<file path="config.mk">
export PLATFORM = sky130hd
export DESIGN_NAME = adc_digital_control
export DESIGN_NICKNAME = d
export VERILOG_FILES = /design/src/rtl/adc_pkg.sv /design/src/rtl/adc_digital_control.sv
export SDC_FILE = /design/constraint.sdc
export NUM_CORES = 1
export LEC_CHECK = 0
export BUFFER_PORTS_ARGS = -buffer_cell sky130_fd_sc_hd__buf_2
export CORE_ASPECT_RATIO = 2
export CORE_UTILIZATION = 55
export DETAILED_ROUTE_END_ITERATION = 16
export PLACE_DENSITY = 0.95
export SLEW_MARGIN = 40
export SYNTH_ARGS = -nofsm -noshare
export SYNTH_HDL_FRONTEND = slang
export SYNTH_SLANG_ARGS = --single-unit
</file>
<file path="constraint.sdc">
create_clock -name clk -period 18.2 [get_ports clk]
set_input_delay 3.64 -clock clk [delete_from_list [all_inputs] [get_ports clk]]
set_output_delay 3.64 -clock clk [all_outputs]
set_load 0.1 [all_outputs]
</file>
<file path="src/rtl/adc_pkg.sv">
// Purpose: constants, register map and carriers for the converter control
// Assumes: 8-bit register port, one clock at 20 MHz
// Notes:
// Function
// - 10-bit compare uses compare-high bits 1:0 against result bits 9:8
// - 8-bit compare ignores compare-high register
// - compare-low eight bits meet result low eight bits in every mode
// - config bit 7 picks high-speed (0) or low-power (1) profile
// - config bits 6:5 divide source clock by 1, 2, 4 or 8
// - config bit 4 picks short (0) or long (1) sample time
// - source select picks bus, bus/2, alternate or internal async clock
// - source select resets to the undivided bus clock
// - internal async clock keeps running in wait and stop
// - pin-control bit forces pin output driver to high impedance
// - pin-control bit disables input buffer, port reads zero
// - pin-control bit switches off the pin pull-up
// - trigger select 1 starts conversion on a hardware trigger rise while not busy
// - trigger rise during a conversion is discarded
// - continuous series launched only by the first trigger rise
// - mode field sets 12, 10 or 8 bits; software or hardware start
// - hardware trigger works with every mode and option
`default_nettype none
package adc_pkg;
  localparam int PINS = 24;
  // register indices
  localparam logic [3:0] REG_CVH  = 4'h0;
  localparam logic [3:0] REG_CVL  = 4'h1;
  localparam logic [3:0] REG_CFG  = 4'h2;
  localparam logic [3:0] REG_CTL  = 4'h3;
  localparam logic [3:0] REG_STAT = 4'h4;
  localparam logic [3:0] REG_RESH = 4'h5;
  localparam logic [3:0] REG_RESL = 4'h6;
  localparam logic [3:0] REG_PC1  = 4'h7;
  localparam logic [3:0] REG_PC2  = 4'h8;
  localparam logic [3:0] REG_PC3  = 4'h9;
  localparam logic [7:0] RST_BYTE = 8'h00;
  localparam int CTL_START = 0;
  // modes and clock sources
  localparam logic [1:0] MODE_8   = 2'h0;
  localparam logic [1:0] MODE_12  = 2'h1;
  localparam logic [1:0] MODE_10  = 2'h2;
  localparam logic [1:0] SRC_BUS  = 2'h0;
  localparam logic [1:0] SRC_BUS2 = 2'h1;
  localparam logic [1:0] SRC_ALT  = 2'h2;
  localparam logic [1:0] SRC_ASYN = 2'h3;
  // converter clock edges (half periods) per phase
  localparam logic [4:0] SAMPLE_SHORT = 5'h04;
  localparam logic [4:0] SAMPLE_LONG  = 5'h18;
  localparam logic [4:0] BITS_12 = 5'h0c;
  localparam logic [4:0] BITS_10 = 5'h0a;
  localparam logic [4:0] BITS_8  = 5'h08;
  localparam logic [1:0] ASYNC_DIV = 2'h3;
  typedef struct packed {
    logic       low_power_select;
    logic [1:0] clock_divide_select;
    logic       long_sample_select;
    logic [1:0] mode;
    logic [1:0] clock_source_select;
  } adc_cfg_t;
  typedef struct packed {
    logic [2:0] spare;
    logic       cmp_ge;
    logic       trigger_select;
    logic       cmp_en;
    logic       continuous;
    logic       start;
  } adc_ctl_t;
  typedef enum logic [1:0] {
    ADC_IDLE   = 2'b00,
    ADC_SAMPLE = 2'b01,
    ADC_CONV   = 2'b10
  } adc_state_t;
endpackage : adc_pkg
`default_nettype wire

</file>
<file path="src/rtl/adc_digital_control.sv">
// Purpose: clock select, sequencing, compare and pin control of the ADC
// Assumes: all inputs synchronous to clk except hw_trigger_input and alternate_clock
// Notes: converter_clock is a divided square wave made on clk
`default_nettype none
module adc_digital_control (
  input  wire logic                     clk,
  input  wire logic                     rst,
  input  wire logic [3:0]               addr,
  input  wire logic [7:0]               wr_data,
  input  wire logic                     wr_en,
  input  wire logic                     rd_en,
  output logic [7:0]                    rd_data,
  input  wire logic                     alternate_clock,
  input  wire logic                     stop_mode,
  input  wire logic                     hw_trigger_input,
  input  wire logic [11:0]              conv_result,
  output logic                          converter_clock,
  output logic                          conv_start,
  output logic                          busy,
  output logic                          cmp_match,
  output logic                          low_power_select,
  output logic                          long_sample_select,
  input  wire logic [adc_pkg::PINS-1:0] port_out,
  input  wire logic [adc_pkg::PINS-1:0] port_oe_n,
  input  wire logic [adc_pkg::PINS-1:0] port_pullup,
  input  wire logic [adc_pkg::PINS-1:0] pin_in,
  output logic [adc_pkg::PINS-1:0]      pin_out,
  output logic [adc_pkg::PINS-1:0]      pin_oe_n,
  output logic [adc_pkg::PINS-1:0]      pin_pullup,
  output logic [adc_pkg::PINS-1:0]      port_read
);
  localparam int ASYNC_WAIT = 4;
  adc_pkg::adc_cfg_t   cfg;
  adc_pkg::adc_ctl_t   ctl;
  adc_pkg::adc_state_t state;
  adc_pkg::adc_state_t next_state;
  logic [7:0]  compare_high_reg;
  logic [7:0]  compare_low_reg;
  logic [7:0]  pin_control [3];
  logic [adc_pkg::PINS-1:0] pc_all;
  logic [11:0] result;
  logic        done;
  logic        sw_start;
  logic        hw_start;
  logic        start;
  logic        bus_half;
  logic        alt_s1, alt_s2, alt_s3;
  logic [1:0]  osc_cnt;
  logic        osc_tick;
  logic        src_tick;
  logic [2:0]  div_cnt;
  logic [2:0]  div_mask;
  logic        conv_tick;
  logic        trg_s1, trg_s2, trg_s3;
  logic        trg_rise;
  logic [4:0]  cnt;
  logic [4:0]  next_cnt;
  logic        finish;
  logic [11:0] res_m;
  logic [11:0] cv;
  logic        match;
  logic [4:0]  sample_len;
  logic [4:0]  bit_len;

  // -----------------------------------------------------------------
  // register port
  // -----------------------------------------------------------------
  assign sw_start = wr_en && addr == adc_pkg::REG_CTL
                    && wr_data[adc_pkg::CTL_START];

  // configuration and compare registers
  always_ff @(posedge clk or posedge rst)
  begin
    if (rst)
    begin
      cfg              <= adc_pkg::adc_cfg_t'(adc_pkg::RST_BYTE);
      ctl              <= adc_pkg::adc_ctl_t'(adc_pkg::RST_BYTE);
      compare_high_reg <= adc_pkg::RST_BYTE;
      compare_low_reg  <= adc_pkg::RST_BYTE;
    end
    else if (wr_en)
    begin
      case (addr)
        adc_pkg::REG_CVH: compare_high_reg <= wr_data;
        adc_pkg::REG_CVL: compare_low_reg <= wr_data;
        adc_pkg::REG_CFG: cfg <= adc_pkg::adc_cfg_t'(wr_data);
        adc_pkg::REG_CTL:
        begin
          ctl       <= adc_pkg::adc_ctl_t'(wr_data);
          ctl.start <= 1'b0; // start is a pulse, reads zero
        end
        default: ;
      endcase
    end
  end

  // pin control registers, one byte per group of eight pins
  genvar g;
  generate
    for (g = 0; g < 3; g++)
    begin : g_pc
      always_ff @(posedge clk or posedge rst)
      begin
        if (rst)
          pin_control[g] <= adc_pkg::RST_BYTE;
        else if (wr_en && addr == adc_pkg::REG_PC1 + 4'(g))
          pin_control[g] <= wr_data;
      end
    end
  endgenerate
  assign pc_all = {pin_control[2], pin_control[1], pin_control[0]};

  // read data, valid the cycle after the strobe; unmapped reads zero
  always_ff @(posedge clk or posedge rst)
  begin
    if (rst)
      rd_data <= adc_pkg::RST_BYTE;
    else if (!rd_en)
      rd_data <= adc_pkg::RST_BYTE;
    else
    begin
      case (addr)
        adc_pkg::REG_CVH:  rd_data <= compare_high_reg;
        adc_pkg::REG_CVL:  rd_data <= compare_low_reg;
        adc_pkg::REG_CFG:  rd_data <= cfg;
        adc_pkg::REG_CTL:  rd_data <= ctl;
        adc_pkg::REG_STAT: rd_data <= {5'h00, cmp_match, done, busy};
        adc_pkg::REG_RESH: rd_data <= {4'h0, result[11:8]};
        adc_pkg::REG_RESL: rd_data <= result[7:0];
        adc_pkg::REG_PC1:  rd_data <= pin_control[0];
        adc_pkg::REG_PC2:  rd_data <= pin_control[1];
        adc_pkg::REG_PC3:  rd_data <= pin_control[2];
        default:           rd_data <= adc_pkg::RST_BYTE;
      endcase
    end
  end

  // -----------------------------------------------------------------
  // converter clock source and divider
  // -----------------------------------------------------------------
  // bus/2 phase, alternate clock edge finder, internal oscillator
  always_ff @(posedge clk or posedge rst)
  begin
    if (rst)
    begin
      bus_half <= 1'b0;
      alt_s1   <= 1'b0;
      alt_s2   <= 1'b0;
      alt_s3   <= 1'b0;
      osc_cnt  <= 2'h0;
    end
    else
    begin
      bus_half <= ~bus_half;
      alt_s1   <= alternate_clock;
      alt_s2   <= alt_s1;
      alt_s3   <= alt_s2;
      osc_cnt  <= osc_tick ? 2'h0 : osc_cnt + 2'h1;
    end
  end
  assign osc_tick = osc_cnt == adc_pkg::ASYNC_DIV;

  // only the internal oscillator survives wait and stop
  always_comb
  begin
    case (cfg.clock_source_select)
      adc_pkg::SRC_BUS:  src_tick = !stop_mode;
      adc_pkg::SRC_BUS2: src_tick = !stop_mode && bus_half;
      adc_pkg::SRC_ALT:  src_tick = !stop_mode && alt_s2 && !alt_s3;
      default:           src_tick = osc_tick;
    endcase
  end

  // divide by 1, 2, 4 or 8 source ticks
  assign div_mask  = 3'(4'(4'h1 << cfg.clock_divide_select) - 4'h1);
  assign conv_tick = src_tick && ((div_cnt & div_mask) == div_mask);

  always_ff @(posedge clk or posedge rst)
  begin
    if (rst)
    begin
      div_cnt         <= 3'h0;
      converter_clock <= 1'b0;
    end
    else
    begin
      if (src_tick)
        div_cnt <= div_cnt + 3'h1;
      if (conv_tick)
        converter_clock <= ~converter_clock;
    end
  end

  // -----------------------------------------------------------------
  // hardware trigger
  // -----------------------------------------------------------------
  // two-flop synchroniser, edge found between second and third stage
  always_ff @(posedge clk or posedge rst)
  begin
    if (rst)
    begin
      trg_s1 <= 1'b0;
      trg_s2 <= 1'b0;
      trg_s3 <= 1'b0;
    end
    else
    begin
      trg_s1 <= hw_trigger_input;
      trg_s2 <= trg_s1;
      trg_s3 <= trg_s2;
    end
  end
  assign trg_rise = trg_s2 && !trg_s3;
  // busy covers a whole continuous series, so later edges drop out
  assign hw_start = ctl.trigger_select && trg_rise && !busy;
  assign start    = (sw_start && !ctl.trigger_select) || hw_start;

  // -----------------------------------------------------------------
  // conversion sequencer
  // -----------------------------------------------------------------
  assign sample_len = cfg.long_sample_select ? adc_pkg::SAMPLE_LONG
                                             : adc_pkg::SAMPLE_SHORT;
  always_comb
  begin
    case (cfg.mode)
      adc_pkg::MODE_12: bit_len = adc_pkg::BITS_12;
      adc_pkg::MODE_10: bit_len = adc_pkg::BITS_10;
      default:          bit_len = adc_pkg::BITS_8;
    endcase
  end

  // sample phase then one converter clock edge (half period) per bit
  always_comb
  begin
    next_state = state;
    next_cnt   = cnt;
    finish     = 1'b0;
    case (state)
      adc_pkg::ADC_IDLE: ;
      adc_pkg::ADC_SAMPLE:
        if (conv_tick)
        begin
          next_cnt = cnt - 5'h01;
          if (cnt == 5'h01)
          begin
            next_state = adc_pkg::ADC_CONV;
            next_cnt   = bit_len;
          end
        end
      adc_pkg::ADC_CONV:
        if (conv_tick)
        begin
          next_cnt = cnt - 5'h01;
          if (cnt == 5'h01)
          begin
            finish     = 1'b1;
            next_state = ctl.continuous ? adc_pkg::ADC_SAMPLE
                                        : adc_pkg::ADC_IDLE;
            next_cnt   = sample_len;
          end
        end
      default: next_state = adc_pkg::ADC_IDLE;
    endcase
    if (start)
    begin
      next_state = adc_pkg::ADC_SAMPLE;
      next_cnt   = sample_len;
    end
  end

  always_ff @(posedge clk or posedge rst)
  begin
    if (rst)
    begin
      state      <= adc_pkg::ADC_IDLE;
      cnt        <= 5'h00;
      busy       <= 1'b0;
      conv_start <= 1'b0;
    end
    else
    begin
      state      <= next_state;
      cnt        <= next_cnt;
      busy       <= next_state != adc_pkg::ADC_IDLE;
      conv_start <= start || (finish && ctl.continuous);
    end
  end

  // -----------------------------------------------------------------
  // result and compare
  // -----------------------------------------------------------------
  // mask result and compare value to the active resolution
  always_comb
  begin
    case (cfg.mode)
      adc_pkg::MODE_12:
      begin
        res_m = conv_result;
        cv    = {compare_high_reg[3:0], compare_low_reg};
      end
      adc_pkg::MODE_10:
      begin
        res_m = {2'h0, conv_result[9:0]};
        cv    = {2'h0, compare_high_reg[1:0], compare_low_reg};
      end
      default:
      begin
        res_m = {4'h0, conv_result[7:0]};
        cv    = {4'h0, compare_low_reg};
      end
    endcase
  end
  assign match = ctl.cmp_ge ? (res_m >= cv) : (res_m < cv);

  // done is cleared by reading the low result byte; a finish wins
  always_ff @(posedge clk or posedge rst)
  begin
    if (rst)
    begin
      result    <= 12'h000;
      done      <= 1'b0;
      cmp_match <= 1'b0;
    end
    else
    begin
      if (finish)
      begin
        result    <= res_m;
        cmp_match <= ctl.cmp_en && match;
      end
      if (finish)
        done <= 1'b1;
      else if (rd_en && addr == adc_pkg::REG_RESL)
        done <= 1'b0;
    end
  end

  assign low_power_select   = cfg.low_power_select;
  assign long_sample_select = cfg.long_sample_select;

  // -----------------------------------------------------------------
  // analog pin override
  // -----------------------------------------------------------------
  always_ff @(posedge clk or posedge rst)
  begin
    if (rst)
    begin
      pin_out    <= '0;
      pin_oe_n   <= '1;
      pin_pullup <= '0;
      port_read  <= '0;
    end
    else
    begin
      pin_out    <= port_out;
      pin_oe_n   <= port_oe_n | pc_all;
      port_read  <= pin_in & ~pc_all;
      pin_pullup <= port_pullup & ~pc_all;
    end
  end
endmodule : adc_digital_control
`default_nettype wire

</file>
==> results.sh <==
export IMPL_setup_viol=0
export IMPL_cts_resized=0
export IMPL_post_route_period_util_pct=28.8
export IMPL_ys_seq_area_share_pct=62.5
export IMPL_cpMaxStageDelayCell="and2_1"
export IMPL_grt_max_degree=110
export IMPL_dp_final_hpwl_um=14900
export IMPL_overflow=0
export IMPL_critPathRequiredTime_ns=18.49
export IMPL_routed_wl_um=21000
export IMPL_hold_buffers=0
export IMPL_first_iter_violations=623
export IMPL_critPathMaxFanout=29
export IMPL_die_x_um=86.5
export IMPL_antenna_found_initial=1
export IMPL_end_kind="flip-flop"
export IMPL_core_um2=13900
export IMPL_top_layer="met4"
export IMPL_worst_setup_path_startpoint="addr[2]"
export IMPL_relSlewSlack_pct=44.7
export IMPL_synth_area_um2=7850
export IMPL_rsz0062_at_grt="no"
export IMPL_max_stage_delay_ns=0.57
export IMPL_ys_warnings_count=0
export IMPL_power_internal_w=0.000848
export IMPL_cts_tree="done"
export IMPL_netlist_instances=598
export IMPL_grt_total_usage_pct=29.8
export IMPL_hold_viol_final=0
export IMPL_dr_pass1_iters=6
export IMPL_p_leak_nw=4.83
export IMPL_ir_worst_vdd_v=0.0000775
export IMPL_avgSynthCellArea_um2=13.1
export IMPL_wl_met3_um=1440
export IMPL_postRouteAntennaNets=0
export IMPL_status="completed"
export IMPL_start_util_pct=56.5
export IMPL_critical_path_class="input pin to flip-flop"
export IMPL_wl_met2_um=11100
export IMPL_cp_arrival_ns=5.53
export IMPL_combPwrFrac_pct=30.7
export IMPL_drc=0
export IMPL_cts_sinks=195
export IMPL_regArea_um2=4910
export IMPL_root_buffer="clkbuf_16"
export IMPL_grt_pass1_vias=5929
export IMPL_pwr_share_clk_pct=28.5
export IMPL_cts_buffers_inserted=17
export IMPL_final_common_cell="buf_2"
export IMPL_start_kind="input pin"
export IMPL_timing_rr_start="cfg[3]$_DFFE_PP0P_"
export IMPL_min_from="alt_s1$_DFF_PP0_"
export IMPL_p_per_area_nw_per_um2=142
export IMPL_synth_edf_count=0
export IMPL_n_fill_cell=994
export IMPL_ys_types=55
export IMPL_async_flop_share_pct=100
export IMPL_instances_no_fill=1040
export IMPL_multi_input_area_um2=2760
export IMPL_p_sw_share_pct=39.1
export IMPL_maxSlewViolCount=0
export IMPL_synth_seq_cells=195
export IMPL_fin_setup_tns_ns=0
export IMPL_fp_dieH_um=171
export IMPL_placed_cells=1007
export IMPL_wire_per_inst_um=20.2
export IMPL_fmax_mhz=191
export IMPL_drive_gt1_share_pct=46.6
export IMPL_syn_nets=744
export IMPL_clockBufferDepth=2
export IMPL_r2r_setup_slack_ns=15.63
export IMPL_netSwitchingPower_w=0.000545
export IMPL_io_pins=237
export IMPL_finClkSkew_ns=0.00577
export IMPL_period_needed_ns=5.24
export IMPL_gp_congestion=0.960
export IMPL_grt_pass1_wl_um=32000
export IMPL_synthFlopType="dfrtp_1"
export IMPL_rows=61
export IMPL_wl_met1_um=7210
export IMPL_crit_chain="buf_2 -> nor3b_1 -> and2_1 -> a31oi_1 -> a21oi_2 -> a211oi_1"
export IMPL_min_path_type="flip-flop to flip-flop"
export IMPL_pwr_share_seq_pct=40.7
export IMPL_vias=5819
export IMPL_portBuffers=236
export IMPL_tightest_slew_ns=0.830
export IMPL_clkLatencyLatePin_ns=0.44
export IMPL_clk_pin_slew_ns=0.07
export IMPL_via_per_inst=5.60
export IMPL_synthToLayoutAreaGrowth_pct=25.2
export IMPL_post_cts_buffers=0
export IMPL_finalNetCount=983
export IMPL_htreeDepth=4
export IMPL_mostFrequentLayoutCells="buf_2, dfrtp_1, mux2_2"
export IMPL_floorplan_die_area_um2=14800
export IMPL_cap_violations=0
final cells by class:
type / count / area share [%]
timing repair buffer: 237 / 12.2
tap: 189 / 2.41
multi-input combinational: 361 / 28.1
clock inverter: 12 / 1.81
inverter: 25 / 1.03
antenna: 1 / 0.0255
clock buffer: 20 / 4.55
sequential: 195 / 50.0
final timing paths:
path | to | cells after the start
worst max-delay path | cnt[3]$_DFFE_PP0P_ | 6
worst min-delay path | alt_s2$_DFF_PP0_ | 0
worst max register to register | cmp_match$_DFFE_PP0P_ | 10
worst min register to register | alt_s2$_DFF_PP0_ | 0
max in group asynchronous | pc_all[11]$_DFFE_PP0P_ | 3
min in group asynchronous | pin_out[1]$_DFF_PP0_ | 2
synthesized netlist by cell type (5+ instances only):
cell,count,area share (%)
o21ai_0,14,0.89
nand3_1,17,1.1
and2_1,8,0.64
dfrtp_1,171,55
a32oi_1,5,0.56
nor2b_1,56,4.5
clkbuf_1,12,0.57
nand2b_1,5,0.40
nor3_1,5,0.32
mux2_4,5,0.96
mux2_2,66,9.5
ha_1,19,3.0
nor2_1,31,1.5
or2_2,24,1.9
a21oi_1,9,0.57
inv_1,25,1.2
dfstp_2,24,8.0
nand2_1,22,1.1
mux2i_1,11,1.4
power groups by stage:
stage | clock network (W) | registers [W] | logic (W)
5_1_grt | 0.000418 | 0.000575 | 0.000452
3_3_place_gp | 0 | 0.000568 | 0.000414
2_1_floorplan | 0 | 0.000768 | 0.000130
3_5_place_dp | 0 | 0.000571 | 0.000423
4_1_cts | 0.000401 | 0.000567 | 0.000428
6_report | 0.000397 | 0.000567 | 0.000428
cells by family after synthesis:
family                     count (synthesis)  synth area share [%]
AOI/OAI and AO/OA                         68                  6.28
xor gates and xnor gates                   5                 0.558
muxes                                     83                  12.1
DFF                                      195                  62.5
adders and majority gates                 19                  3.03
buffers and inverters                     42                  2.34
and+or+nand+nor                          186                  13.1
layer usage:
metal | vias up | GRT usage (%)
met5 | - | 0
met4 | 0 | 20.2
met3 | 84 | 6.51
met2 | 318 | 50.1
met1 | 2876 | 33.3
li1 | 2541 | -
critical path: cells and delay by family:
| kind | cells | cell delay, ns |
|---|---|---|
| buffers and inverters | 1 | 0.30 |
| AO/OA/AOI/OAI | 3 | 0.60 |
| AND/OR/NAND/NOR | 2 | 0.99 |
through the flow:
stage	area (um^2)	setup slack, ns	power, W	util [%]	hold WS [ns]
final	9830	12.96	0.00139	70.7	0.351
after global routing	9830	12.83	0.00144	70.7	0.355
after CTS	9820	13.03	0.00140	70.7	0.352
after detailed placement	9200	12.57	0.000994	66.2	0.337
after global placement	9190	12.67	0.000982	66.2	0.333
after floorplan	7850	9.29	0.000898	-	0.331
(Power assumes the default switching activity.)
